## src/logic/ccu_pkg.sv

```systemverilog
/*
 * Shared constants and carrier types for the checksum compute unit.
 * Assumes a single 200 MHz clock and an AXI4-Lite register slave.
 */
package ccu_pkg;

    // Register byte offsets
    localparam logic [3:0] ADDR_CHECKSUM = 4'h0;
    localparam logic [3:0] ADDR_SCRATCH = 4'h4;
    localparam logic [3:0] ADDR_CONTROL = 4'h8;

    // Reset values and field positions
    localparam logic [31:0] CHECKSUM_PRESET = 32'hFFFFFFFF;
    localparam logic [7:0] SCRATCH_RESET = 8'h00;
    localparam int RESTART_BIT = 0;

    // Fixed generator polynomial, not programmable
    localparam logic [31:0] CRC_POLY = 32'h04C11DB7;

    // Update timing: four clock cycles, eight bits per cycle
    localparam int UPDATE_CYCLES = 4;
    localparam int BITS_PER_CYCLE = 8;

    // AXI responses
    localparam logic [1:0] RESP_OKAY = 2'h0;
    localparam logic [1:0] RESP_SLVERR = 2'h2;

    // Write address and data channel carrier
    typedef struct packed {
        logic [31:0] addr;
        logic [31:0] data;
        logic [3:0] strb;
    } ccu_wreq_t;

    // Read answer carrier
    typedef struct packed {
        logic [31:0] data;
        logic [1:0] resp;
    } ccu_rans_t;

endpackage : ccu_pkg

```

## src/logic/ccu_byte_step.sv

```systemverilog
/*
 * Combinational step that folds one input byte into a checksum, MSB first.
 * Assumes the caller registers the result each cycle.
 */
module ccu_byte_step #(
    parameter int BITS = 8
) (
    // Running value and input slice
    input wire logic [31:0] crc_in,
    input wire logic [BITS-1:0] data_in,
    // Folded value
    output logic [31:0] crc_out
);

    // Slice must fit the 32-bit register
    if (BITS < 1 || BITS > 32) begin : g_bad_bits
        $error("BITS must be between 1 and 32");
    end

    // Serial shift unrolled across the slice, top bit first, no reflection
    always_comb begin
        logic [31:0] c;
        c = crc_in;
        for (int i = BITS - 1; i >= 0; i--) begin
            if (c[31] ^ data_in[i]) begin
                c = {c[30:0], 1'b0} ^ ccu_pkg::CRC_POLY;
            end else begin
                c = {c[30:0], 1'b0};
            end
        end
        crc_out = c;
    end

endmodule : ccu_byte_step

```

## src/logic/ccu_top.sv

```systemverilog
/*
 * Checksum compute unit: AXI4-Lite slave with data port, scratch byte
 * and restart control. Assumes one clock (mclk) and a synchronous low reset.
 */
module ccu_top #(
    parameter int ADDR_W = 4
) (
    // Clock and reset
    input wire logic mclk,
    input wire logic rst_b,
    // Write address channel
    input wire logic awvalid,
    output logic awready,
    input wire logic [ADDR_W-1:0] awaddr,
    input wire logic [2:0] awprot,
    // Write data channel
    input wire logic wvalid,
    output logic wready,
    input wire logic [31:0] wdata,
    input wire logic [3:0] wstrb,
    // Write response channel
    output logic bvalid,
    input wire logic bready,
    output logic [1:0] bresp,
    // Read address channel
    input wire logic arvalid,
    output logic arready,
    input wire logic [ADDR_W-1:0] araddr,
    input wire logic [2:0] arprot,
    // Read data channel
    output logic rvalid,
    input wire logic rready,
    output logic [31:0] rdata,
    output logic [1:0] rresp,
    // Calculation in progress
    output logic busy
);

    // Elaboration check on the address width
    if (ADDR_W < 4) begin : g_bad_width
        $error("ADDR_W must be at least 4");
    end

    // The fold shifts one byte a step, so the steps must cover the word exactly
    if (ccu_pkg::BITS_PER_CYCLE * ccu_pkg::UPDATE_CYCLES != 32) begin : g_bad_fold
        $error("fold steps do not cover a 32-bit word");
    end

    ////////////////////////////////////////////////////////////////////////////
    // State and declarations

    typedef enum logic [1:0] {
        CCU_IDLE = 2'b01,
        CCU_CALC = 2'b10
    } ccu_state_t;

    ccu_state_t state;
    ccu_pkg::ccu_wreq_t wreq;
    logic aw_held;
    logic w_held;
    logic [31:0] checksum;
    logic [31:0] shift_word;
    logic [1:0] step_cnt;
    logic [7:0] scratch_byte;
    logic restart_pending;
    logic [31:0] step_out;
    logic write_go;

    // Word-aligned register index decode, reused for both directions
    function automatic logic [3:0] reg_sel(input logic [ADDR_W-1:0] a);
        reg_sel = {a[3:2], 2'b00};
    endfunction : reg_sel

    function automatic logic is_mapped(input logic [ADDR_W-1:0] a);
        logic [3:0] s;
        s = reg_sel(a);
        // Shift rather than slice, so the default four-bit width leaves no empty range
        is_mapped = ((a >> 4) == '0) && (s == ccu_pkg::ADDR_CHECKSUM || s == ccu_pkg::ADDR_SCRATCH
            || s == ccu_pkg::ADDR_CONTROL);
    endfunction : is_mapped

    ////////////////////////////////////////////////////////////////////////////
    // Write channels: capture address and data independently

    // Address and data may arrive in either order
    always_ff @(posedge mclk) begin
        if (!rst_b) begin
            aw_held <= 1'b0;
            w_held <= 1'b0;
            wreq <= '0;
            awready <= 1'b0;
            wready <= 1'b0;
        end else begin
            awready <= !aw_held && !awready && awvalid;
            wready <= !w_held && !wready && wvalid;
            if (awvalid && awready) begin
                aw_held <= 1'b1;
                wreq.addr <= 32'(awaddr);
            end
            if (wvalid && wready) begin
                w_held <= 1'b1;
                wreq.data <= wdata;
                wreq.strb <= wstrb;
            end
            if (write_go) begin
                aw_held <= 1'b0;
                w_held <= 1'b0;
            end
        end
    end

    // Writes wait while a calculation runs, stretching the response.
    // Holding the response back is what stalls the bus master; the
    // held word is not lost, it commits once the fold is over.
    assign write_go = aw_held && w_held && !bvalid && state == CCU_IDLE;

    ////////////////////////////////////////////////////////////////////////////
    // Write response

    always_ff @(posedge mclk) begin
        if (!rst_b) begin
            bvalid <= 1'b0;
            bresp <= ccu_pkg::RESP_OKAY;
        end else if (write_go) begin
            bvalid <= 1'b1;
            bresp <= is_mapped(wreq.addr[ADDR_W-1:0]) ? ccu_pkg::RESP_OKAY : ccu_pkg::RESP_SLVERR;
        end else if (bready) begin
            bvalid <= 1'b0;
        end
    end

    ////////////////////////////////////////////////////////////////////////////
    // Checksum engine

    ccu_byte_step #(
        .BITS(ccu_pkg::BITS_PER_CYCLE)
    ) u_step (
        .crc_in(checksum),
        .data_in(shift_word[31:24]),
        .crc_out(step_out)
    );

    // Four-cycle fold of a whole word, one byte per cycle
    // A pending restart is applied first, before any new word starts folding
    always_ff @(posedge mclk) begin
        if (!rst_b) begin
            state <= CCU_IDLE;
            checksum <= ccu_pkg::CHECKSUM_PRESET;
            shift_word <= '0;
            step_cnt <= '0;
        end else begin
            unique case (state)
                CCU_IDLE: begin
                    if (restart_pending) begin
                        checksum <= ccu_pkg::CHECKSUM_PRESET;
                    end
                    if (write_go && reg_sel(wreq.addr[ADDR_W-1:0]) == ccu_pkg::ADDR_CHECKSUM
                        && is_mapped(wreq.addr[ADDR_W-1:0])) begin
                        shift_word <= wreq.data;
                        step_cnt <= '0;
                        state <= CCU_CALC;
                    end
                end
                CCU_CALC: begin
                    checksum <= step_out;
                    shift_word <= {shift_word[23:0], 8'h00};
                    step_cnt <= step_cnt + 2'h1;
                    if (step_cnt == 2'(ccu_pkg::UPDATE_CYCLES - 1)) begin
                        state <= CCU_IDLE;
                    end
                end
            endcase
        end
    end

    // Busy mirrors the fold state, registered so the output comes from a flop
    always_ff @(posedge mclk) begin
        if (!rst_b) begin
            busy <= 1'b0;
        end else begin
            busy <= (state == CCU_CALC && step_cnt != 2'(ccu_pkg::UPDATE_CYCLES - 1))
                || (state == CCU_IDLE && write_go && reg_sel(wreq.addr[ADDR_W-1:0]) == ccu_pkg::ADDR_CHECKSUM
                && is_mapped(wreq.addr[ADDR_W-1:0]));
        end
    end

    ////////////////////////////////////////////////////////////////////////////
    // Control and scratch registers

    // Restart bit: set by a one written, cleared once applied
    // A write of one wins over the clear; a zero leaves the bit alone
    always_ff @(posedge mclk) begin
        if (!rst_b) begin
            restart_pending <= 1'b0;
        end else if (write_go && reg_sel(wreq.addr[ADDR_W-1:0]) == ccu_pkg::ADDR_CONTROL
            && is_mapped(wreq.addr[ADDR_W-1:0])
            && wreq.strb[0] && wreq.data[ccu_pkg::RESTART_BIT]) begin
            restart_pending <= 1'b1;
        end else if (state == CCU_IDLE) begin
            restart_pending <= 1'b0;
        end
    end

    // Scratch byte: untouched by restart, never fed to the engine
    always_ff @(posedge mclk) begin
        if (!rst_b) begin
            scratch_byte <= ccu_pkg::SCRATCH_RESET;
        end else if (write_go && reg_sel(wreq.addr[ADDR_W-1:0]) == ccu_pkg::ADDR_SCRATCH
            && is_mapped(wreq.addr[ADDR_W-1:0]) && wreq.strb[0]) begin
            scratch_byte <= wreq.data[7:0];
        end
    end

    ////////////////////////////////////////////////////////////////////////////
    // Read channel

    // One read at a time; checksum read waits for a running fold to end
    // Answering early would hand back a half-folded value, so arready is held off
    always_ff @(posedge mclk) begin
        if (!rst_b) begin
            arready <= 1'b0;
            rvalid <= 1'b0;
            rdata <= '0;
            rresp <= ccu_pkg::RESP_OKAY;
        end else begin
            arready <= !arready && !rvalid && arvalid && state == CCU_IDLE && !restart_pending;
            if (arvalid && arready) begin
                rvalid <= 1'b1;
                rresp <= is_mapped(araddr) ? ccu_pkg::RESP_OKAY : ccu_pkg::RESP_SLVERR;
                unique case (reg_sel(araddr))
                    ccu_pkg::ADDR_CHECKSUM: rdata <= is_mapped(araddr) ? checksum : '0;
                    ccu_pkg::ADDR_SCRATCH: rdata <= is_mapped(araddr) ? {24'h000000, scratch_byte} : '0;
                    default: rdata <= '0; // Control reads zero, write-only
                endcase
            end else if (rready) begin
                rvalid <= 1'b0;
            end
        end
    end
endmodule : ccu_top
```

## config.mk

```make
export PLATFORM = sky130hd
export DESIGN_NAME = ccu_top
export DESIGN_NICKNAME = d
export VERILOG_FILES = /design/src/logic/ccu_pkg.sv /design/src/logic/ccu_byte_step.sv /design/src/logic/ccu_top.sv
export SDC_FILE = /design/constraint.sdc
export NUM_CORES = 1
export LEC_CHECK = 0
export BUFFER_PORTS_ARGS = -buffer_cell sky130_fd_sc_hd__buf_2
export CAP_MARGIN = 20
export CORE_UTILIZATION = 50
export CTS_BUF_LIST = sky130_fd_sc_hd__clkbuf_16
export CTS_CLUSTER_DIAMETER = 60
export CTS_CLUSTER_SIZE = 14
export DETAILED_ROUTE_END_ITERATION = 16
export GPL_TIMING_DRIVEN = 0
export HOLD_SLACK_MARGIN = 0.12
export PLACE_DENSITY = 0.71
export SYNTH_ARGS = -nofsm -noshare
export SYNTH_HDL_FRONTEND = slang
export SYNTH_SLANG_ARGS = --single-unit
```

## constraint.sdc

```tcl
create_clock -name mclk -period 2 [get_ports mclk]
set_input_delay 0.1 -clock mclk [delete_from_list [all_inputs] [get_ports mclk]]
set_output_delay 0.1 -clock mclk [all_outputs]
set_load 0.03 [all_outputs]
```

# Word-level counts from Yosys, hierarchy flattened
# Cells that the tools add are included.
op_classes:
  add_sub_neg: 1
  eq_ne: 11
  n_mux: 28
  bitwise_logic: 17
  n_reduce_logical: 47
op_table:
  columns: ["cell", "n"]
  rows:
  - ["$mux W27", 8]
  - ["$pmux W32 S2", 3]
  - ["$not A14 Y14", 8]
  - ["$mux W32", 3]
  - ["$logic_and A1 B1 Y1", 27]
  - ["$mux W2", 5]
  - ["$eq A2 B2 Y1 const B", 4]
  - ["$logic_not A1 Y1", 8]
  - ["$mux W8", 1]
  - ["$ne A2 B2 Y1 const B", 4]
  - ["$pmux W2 S2", 2]
  - ["$xor A1 B1 Y1", 8]
  - ["$eq A2 B1 Y1 const B", 3]
  - ["$mux W1", 6]
  - ["$reduce_bool A2 Y1", 3]
  - ["$logic_or A1 B1 Y1", 5]
  - ["$logic_not A2 Y1", 2]
  - ["$add A2 B1 Y2 const B", 1]
  - ["$reduce_and A2 Y1", 1]
  - ["$reduce_or A2 Y1", 1]
  - ["$not A1 Y1", 1]
totals:
  ff_bits: 158
  in_bits: 57

# Logic depth before layout (Yosys ltp)
depth:
  depth_word: 17
  mapped_depth: 8
  depth_no_buf: 5

# Modules after synthesis
# Synthesis repeated with hierarchy kept, for this count alone.
unflattened:
  hier_cells: 699
  hier_area_um2: 6939.2
modules_own_cells:
  columns: ["module", "n_inst", "cells_each", "area_each_um2", "seq_area_each_um2"]
  rows:
  - ["ccu_top", 1, 636, 5949.5, 3083.0]
  - ["ccu_byte_step", 1, 63, 989.7, 0.0]

# Worst setup path before layout
# Ideal clock, no wire load.
synth_timing:
  kind: "reg-to-reg"
  from: "register bvalid"
  to: "register scratch_byte[0]"
  setup_time_ns: 0.116
  arrival_time_ns: 1.747
  t_required_ns: 1.884
  slack_ns: 0.137
  path_stages_with_launch: 7
  n_path_buf: 1
  cell_sequence: "dfxtp_1 > nand3b_1 > or2_2 > clkbuf_1 > nor3_4 > mux2i_1 > nor2b_1"
synth_between:
  elab_chain_cells: 6
synth_lines:
  columns: ["element", "line", "text"]
  rows:
  - ["start: declaration", "ccu_top.sv:22", "output logic bvalid,"]
  - ["start signal: assignment", "ccu_top.sv:122", "bvalid <= 1'b0;"]
  - ["start signal: assignment", "ccu_top.sv:125", "bvalid <= 1'b1;"]
  - ["start signal: assignment", "ccu_top.sv:128", "bvalid <= 1'b0;"]
  - ["$logic_not A1 Y1", "ccu_top.sv:115", "assign write_go = aw_held && w_held && !bvalid && state == CCU_IDLE;"]
  - ["$logic_and A1 B1 Y1 (2 in a row)", "ccu_top.sv:115", null]
  - ["$logic_and A1 B1 Y1", "ccu_top.sv:208", "end else if (write_go && reg_sel(wreq.addr[ADDR_W-1:0]) == ccu_pkg::ADDR_SCRATCH"]
  - ["$logic_and A1 B1 Y1 (2 in a row)", "ccu_top.sv:209", "&& is_mapped(wreq.addr[ADDR_W-1:0]) && wreq.strb[0]) begin"]
  - ["end signal: assignment", "ccu_top.sv:207", "scratch_byte <= ccu_pkg::SCRATCH_RESET;"]
  - ["end signal: assignment", "ccu_top.sv:210", "scratch_byte <= wreq.data[7:0];"]
  - ["end: declaration", "ccu_top.sv:64", "logic [7:0] scratch_byte;"]
# No other way between the ends.
# A chain may end at the register's enable or synchronous reset.

# Worst setup path in the final report
layout_timing:
  from: "register checksum[26]"
  to: "register checksum[13]"
layout_between:
  elab_chain_cells: 6
layout_lines:
  columns: ["element", "line", "text"]
  rows:
  - ["start: declaration", "ccu_top.sv:61", "logic [31:0] checksum;"]
  - ["start signal: assignment", "ccu_top.sv:148", "checksum <= ccu_pkg::CHECKSUM_PRESET;"]
  - ["start signal: assignment", "ccu_top.sv:155", "checksum <= ccu_pkg::CHECKSUM_PRESET;"]
  - ["start signal: assignment", "ccu_top.sv:165", "checksum <= step_out;"]
  - ["$xor A1 B1 Y1 (*)", "ccu_byte_step.sv:25", "if (c[31] ^ data_in[i]) begin"]
  - ["$mux W27 (*)", "ccu_byte_step.sv:25", null]
  - ["$not A14 Y14 (no source line)", null, null]
  - ["$mux W27 (*) (2 in a row)", "ccu_byte_step.sv:25", null]
  - ["$pmux W32 S2 (*)", "ccu_top.sv:152", "unique case (state)"]
# Every way passes the cells marked *; elsewhere a longest branch is shown, timed or not.

==> report_table.html <==
<table>
<tr><th>Metric</th><th>Value</th></tr>
<tr><th colspan="2">Global route</th></tr>
<tr><td>Remaining Overflow, GRT</td><td>0</td></tr>
<tr><td>Wire length of the first global-routing pass</td><td>28100 µm</td></tr>
<tr><td>Via count of the first global-routing pass</td><td>5582</td></tr>
<tr><td>Global-route usage over all layers</td><td>between 20% and 30%</td></tr>
<tr><td>Number of antenna violations at the first check in global routing</td><td>0</td></tr>
<tr><td>Largest net degree at the start of global routing</td><td>17</td></tr>
<tr><th colspan="2">Run</th></tr>
<tr><td>Max-capacitance violation count</td><td>0</td></tr>
<tr><th colspan="2">Clocking</th></tr>
<tr><td>CTS tree</td><td>done</td></tr>
<tr><td>Number of buffers created by CTS</td><td>17</td></tr>
<tr><td>Clock input transition at the sequential cells of the worst setup and hold paths</td><td>0.06 ns</td></tr>
<tr><td>Max clock buf depth</td><td>2</td></tr>
<tr><td>CTS Root Buffer Type</td><td>sky130_fd_sc_hd__clkbuf_16</td></tr>
<tr><td>Clock latency at the later pin of the worst-skew pair</td><td>between 0.4 and 0.5 ns</td></tr>
<tr><td>Maximum level of the CTS H-tree</td><td>4</td></tr>
<tr><td>Number of clock sinks</td><td>154</td></tr>
<tr><th colspan="2">Timing</th></tr>
<tr><td>Worst-Margin Slew</td><td>0.594 ns</td></tr>
<tr><td>Fraction of the cycle the final worst path needs</td><td>between 90% and 100%</td></tr>
<tr><td>Final hold vios</td><td>0</td></tr>
<tr><td>Achievable frequency</td><td>532 MHz</td></tr>
<tr><td>Max-slew violations</td><td>0</td></tr>
<tr><td>Minimum clock period</td><td>~1.9 ns</td></tr>
<tr><td>Tightest slew margin relative to the limit</td><td>between 60% and 70%</td></tr>
<tr><td>Layout Skew</td><td>between 0.005 and 0.006 ns</td></tr>
<tr><td>RSZ-0062 raised after global routing</td><td>false</td></tr>
<tr><td>Final count of negative-setup-slack endpoints</td><td>0</td></tr>
<tr><td>Hold Worst Slack</td><td>0.214 ns</td></tr>
<tr><th colspan="2">Synthesis</th></tr>
<tr><td>Count of state elements after synthesis</td><td>154</td></tr>
<tr><td>Synthesized area per cell</td><td>9.44 µm²</td></tr>
<tr><td>Share of synthesized registers carrying an async set or reset</td><td>0%</td></tr>
<tr><td>Cells after Synth</td><td>just over 700</td></tr>
<tr><td>Share of the yosys chip area belonging to registers</td><td>about 46%</td></tr>
<tr><td>Synthesis Warnings</td><td>0</td></tr>
<tr><td>Cell variety after synth</td><td>43</td></tr>
<tr><td>Count of flip-flops with a built-in enable after synthesis</td><td>0</td></tr>
<tr><td>Predominant post-synthesis flop cell</td><td>sky130_fd_sc_hd__dfxtp_1</td></tr>
<tr><td>Netlist area before placement</td><td>6690 µm²</td></tr>
<tr><th colspan="2">Setup path</th></tr>
<tr><td>Startpoint type of the worst setup path</td><td>flip-flop</td></tr>
<tr><td>Startpoint of the lowest-slack register-to-register path</td><td>checksum[26]</td></tr>
<tr><td>Critical Setup Path Class</td><td>flip-flop to flip-flop</td></tr>
<tr><td>Data required time at the worst endpoint</td><td>approximately 2.3 ns</td></tr>
<tr><td>Endpoint type of the worst setup path</td><td>flip-flop</td></tr>
<tr><td>Top Family by Delay on Critical Path</td><td>XOR/XNOR gates</td></tr>
<tr><td>Launching instance or port of the critical path</td><td>checksum[26]</td></tr>
<tr><td>Largest stage delay on the critical path</td><td>0.49 ns</td></tr>
<tr><td>Crit path cell chain</td><td>xnor2_2 &gt; xnor3_2 &gt; xnor2_2 &gt; xnor2_1 &gt; o22a_1</td></tr>
<tr><td>Slowest CP cell</td><td>sky130_fd_sc_hd__xnor3_2</td></tr>
<tr><td>Max FO, Critical Path</td><td>5</td></tr>
<tr><td>CP Data Arrival Time</td><td>2.19 ns</td></tr>
<tr><td>Worst path bufs/invs</td><td>0</td></tr>
<tr><td>Dominant cell type by count on the critical path</td><td>sky130_fd_sc_hd__xnor2_2</td></tr>
<tr><th colspan="2">Die</th></tr>
<tr><td>Standard-cell row count</td><td>41</td></tr>
<tr><td>Height of the die</td><td>118 µm</td></tr>
<tr><td>Top-level I/O count</td><td>between 90 and 100</td></tr>
<tr><td>Initial core utilization</td><td>52.1%</td></tr>
<tr><td>Die W</td><td>118 µm</td></tr>
<tr><td>Floorplan die area</td><td>13800 µm²</td></tr>
<tr><td>Placeable core region</td><td>12800 µm²</td></tr>
<tr><th colspan="2">Status</th></tr>
<tr><td>Outcome</td><td>finished clean</td></tr>
<tr><th colspan="2">Cells and area</th></tr>
<tr><td>Total area of multi-input combinational cells</td><td>3440 µm²</td></tr>
<tr><td>Synth-to-Final Area Change</td><td>25.1%</td></tr>
<tr><td>Share of post-route cells with drive strength above 1</td><td>17.0%</td></tr>
<tr><td>Number of inserted diodes</td><td>0</td></tr>
<tr><td>Sequential cell area</td><td>3090 µm²</td></tr>
<tr><td>Fin cells</td><td>1038</td></tr>
<tr><td>Layout net count</td><td>911</td></tr>
<tr><td>Fill cell count</td><td>1094</td></tr>
<tr><th colspan="2">Routing</th></tr>
<tr><td>DRC violation count after routing</td><td>0</td></tr>
<tr><td>Vias per inst</td><td>5.35</td></tr>
<tr><td>Starting DRC count in detailed routing</td><td>296</td></tr>
<tr><td>Routed wire length</td><td>16900 µm</td></tr>
<tr><td>Detailed-routing iteration count for the pre-antenna-repair pass</td><td>5</td></tr>
<tr><td>Number of routed nets with antenna violations</td><td>0</td></tr>
<tr><td>Routed length per placed instance</td><td>16.2 µm</td></tr>
<tr><td>Vias</td><td>5553</td></tr>
<tr><th colspan="2">Placement</th></tr>
<tr><td>Port bufs</td><td>82</td></tr>
<tr><td>Global placement routability congestion</td><td>between 0.8 and 0.9</td></tr>
<tr><td>HPWL Detailed</td><td>12100 µm</td></tr>
<tr><td>Total placed cells including tap cells</td><td>between 900 and 1000</td></tr>
<tr><th colspan="2">Power and ir drop</th></tr>
<tr><td>Maximum resistive drop on vdd</td><td>569 µV</td></tr>
<tr><td>Post-layout total power</td><td>8440 µW</td></tr>
<tr><td>Leakage Power</td><td>between 0.003 and 0.004 µW</td></tr>
<tr><td>Total power density per cell area</td><td>1010 nW/µm²</td></tr>
<tr><th colspan="2">Hold path</th></tr>
<tr><td>Worst min path class</td><td>primary input to flip-flop</td></tr>
<tr><td>Worst hold path startpoint</td><td>araddr[2]</td></tr>
</table>
area by class of cell:
type	instances	share of cell area (%)
inverter	1	0.0449
clock inverter	15	1.41
buffer	52	2.63
multi-input combinational	501	41.1
tap	172	2.57
timing repair buffer	126	10.3
clock buffer	17	5.09
sequential	154	36.9
registers in the layout, summed over array words and instances, names as in the netlist:
name / flops
arready: 1
restart_pending: 1
shift_word: 32
checksum: 32
rvalid: 1
busy: 1
scratch_byte: 8
wready: 1
step_cnt: 2
rdata: 32
wreq: 35
awready: 1
rresp: 1
bresp: 1
bvalid: 1
aw_held: 1
w_held: 1
state: 2
placed cells by master (no fill, tap or decap), types with 5 or more instances in the layout:
cell / instances
sky130_fd_sc_hd__a22oi_1: 32
sky130_fd_sc_hd__clkbuf_16: 17
sky130_fd_sc_hd__o211a_1: 24
sky130_fd_sc_hd__dfxtp_1: 152
sky130_fd_sc_hd__o22ai_1: 14
sky130_fd_sc_hd__buf_4: 5
sky130_fd_sc_hd__xor2_1: 16
sky130_fd_sc_hd__o2bb2ai_1: 8
sky130_fd_sc_hd__clkbuf_1: 42
sky130_fd_sc_hd__a21boi_0: 38
sky130_fd_sc_hd__mux2i_1: 9
sky130_fd_sc_hd__nand2b_1: 5
sky130_fd_sc_hd__xnor2_2: 5
sky130_fd_sc_hd__nand3_1: 28
sky130_fd_sc_hd__mux2_2: 8
sky130_fd_sc_hd__nand2_1: 145
sky130_fd_sc_hd__nor2_1: 9
sky130_fd_sc_hd__clkinv_1: 5
sky130_fd_sc_hd__dlygate4sd3_1: 42
sky130_fd_sc_hd__o22a_1: 14
sky130_fd_sc_hd__and2_1: 12
sky130_fd_sc_hd__a31oi_1: 11
sky130_fd_sc_hd__nor2b_1: 51
sky130_fd_sc_hd__xnor2_1: 39
sky130_fd_sc_hd__buf_2: 84
final timing paths:
path	to	slack [ns]	depth (start not counted)
worst min register to register	wready	0.46	1
worst min-delay path	rresp[1]	0.21	3
worst max register to register	checksum[13]	0.12	5
worst max-delay path	checksum[13]	0.12	5
logic make-up after synthesis:
kind of cell / count (synthesis) / synth area share [%]
compound gates: 148 / 17.3
xor+xnor: 71 / 12.1
fa+ha+maj: 1 / 0.187
buf+inv: 54 / 3.22
flops: 154 / 46.1
mux: 17 / 2.70
other cells: 1 / 0.0561
simple gates: 262 / 18.3
routing by layer:
layer	GRT usage (%)	part of all wire (%)
met5	0	0
met4	12.4	2.8
met3	4.75	4.3
met2	44.0	50
met1	31.1	43
through the flow:
stage	util [%]	area [µm²]	worst slack, ns	setup TNS [ns]
2_1_floorplan	-	6690	0.137	0
6_report	65.2	8360	0.120	0
3_3_place_gp	57.0	7310	-0.111	-0.342
4_1_cts	64.7	8300	0.00580	0
5_1_grt	65.2	8360	0.00364	0
3_5_place_dp	57.0	7310	-0.136	-0.431
Yosys cell counts, types with 2 or more instances:
| cell type | number | area (µm²) |
|---|---|---|
| sky130_fd_sc_hd__dfxtp_1 | 154 | 3080 |
| sky130_fd_sc_hd__nand2_1 | 145 | 544 |
| sky130_fd_sc_hd__nor2b_1 | 51 | 319 |
| sky130_fd_sc_hd__clkbuf_1 | 46 | 173 |
| sky130_fd_sc_hd__xnor2_1 | 41 | 359 |
| sky130_fd_sc_hd__a21boi_0 | 38 | 285 |
| sky130_fd_sc_hd__a22oi_1 | 32 | 240 |
| sky130_fd_sc_hd__nand3_1 | 29 | 145 |
| sky130_fd_sc_hd__o211a_1 | 24 | 240 |
| sky130_fd_sc_hd__xor2_1 | 16 | 140 |
| sky130_fd_sc_hd__o22a_1 | 14 | 123 |
| sky130_fd_sc_hd__o22ai_1 | 14 | 87.6 |
| sky130_fd_sc_hd__and2_1 | 12 | 75.1 |
| sky130_fd_sc_hd__a31oi_1 | 11 | 68.8 |
| sky130_fd_sc_hd__mux2i_1 | 9 | 90.1 |
| sky130_fd_sc_hd__nor2_1 | 9 | 33.8 |
| sky130_fd_sc_hd__mux2_2 | 8 | 90.1 |
| sky130_fd_sc_hd__o2bb2ai_1 | 8 | 70.1 |
| sky130_fd_sc_hd__nand2b_1 | 5 | 31.3 |
| sky130_fd_sc_hd__nor3_1 | 5 | 25.0 |
| sky130_fd_sc_hd__xnor2_2 | 5 | 81.3 |
| sky130_fd_sc_hd__buf_2 | 4 | 20.0 |
| sky130_fd_sc_hd__xor2_4 | 4 | 110 |
| sky130_fd_sc_hd__a21oi_1 | 2 | 10.0 |
| sky130_fd_sc_hd__buf_4 | 2 | 15.0 |
| sky130_fd_sc_hd__o21ai_0 | 2 | 10.0 |
| sky130_fd_sc_hd__xnor3_2 | 2 | 47.6 |
tightest hold or removal path: cells and delay by family:
family / cells / cell delay (ns)
compound gates: 1 / 0.07
buf+inv: 1 / 0.24
simple gates: 1 / 0.17
timing repair:
item | CTS | global route
pin swaps | 0 | 2
setup buffers | 0 | 2
gates cloned | 0 | 0
hold buffers | 42 | 0
hold endpoints to repair | 48 | 0
resized for setup | 6 | 12
setup endpoints to repair | 23 | 60
power breakdown:
part	internal (µW)	switching (µW)
sequential	3240	142
combinational	987	1070
clock	1790	1210
total	6010	2430
(Power assumes the default switching activity.)
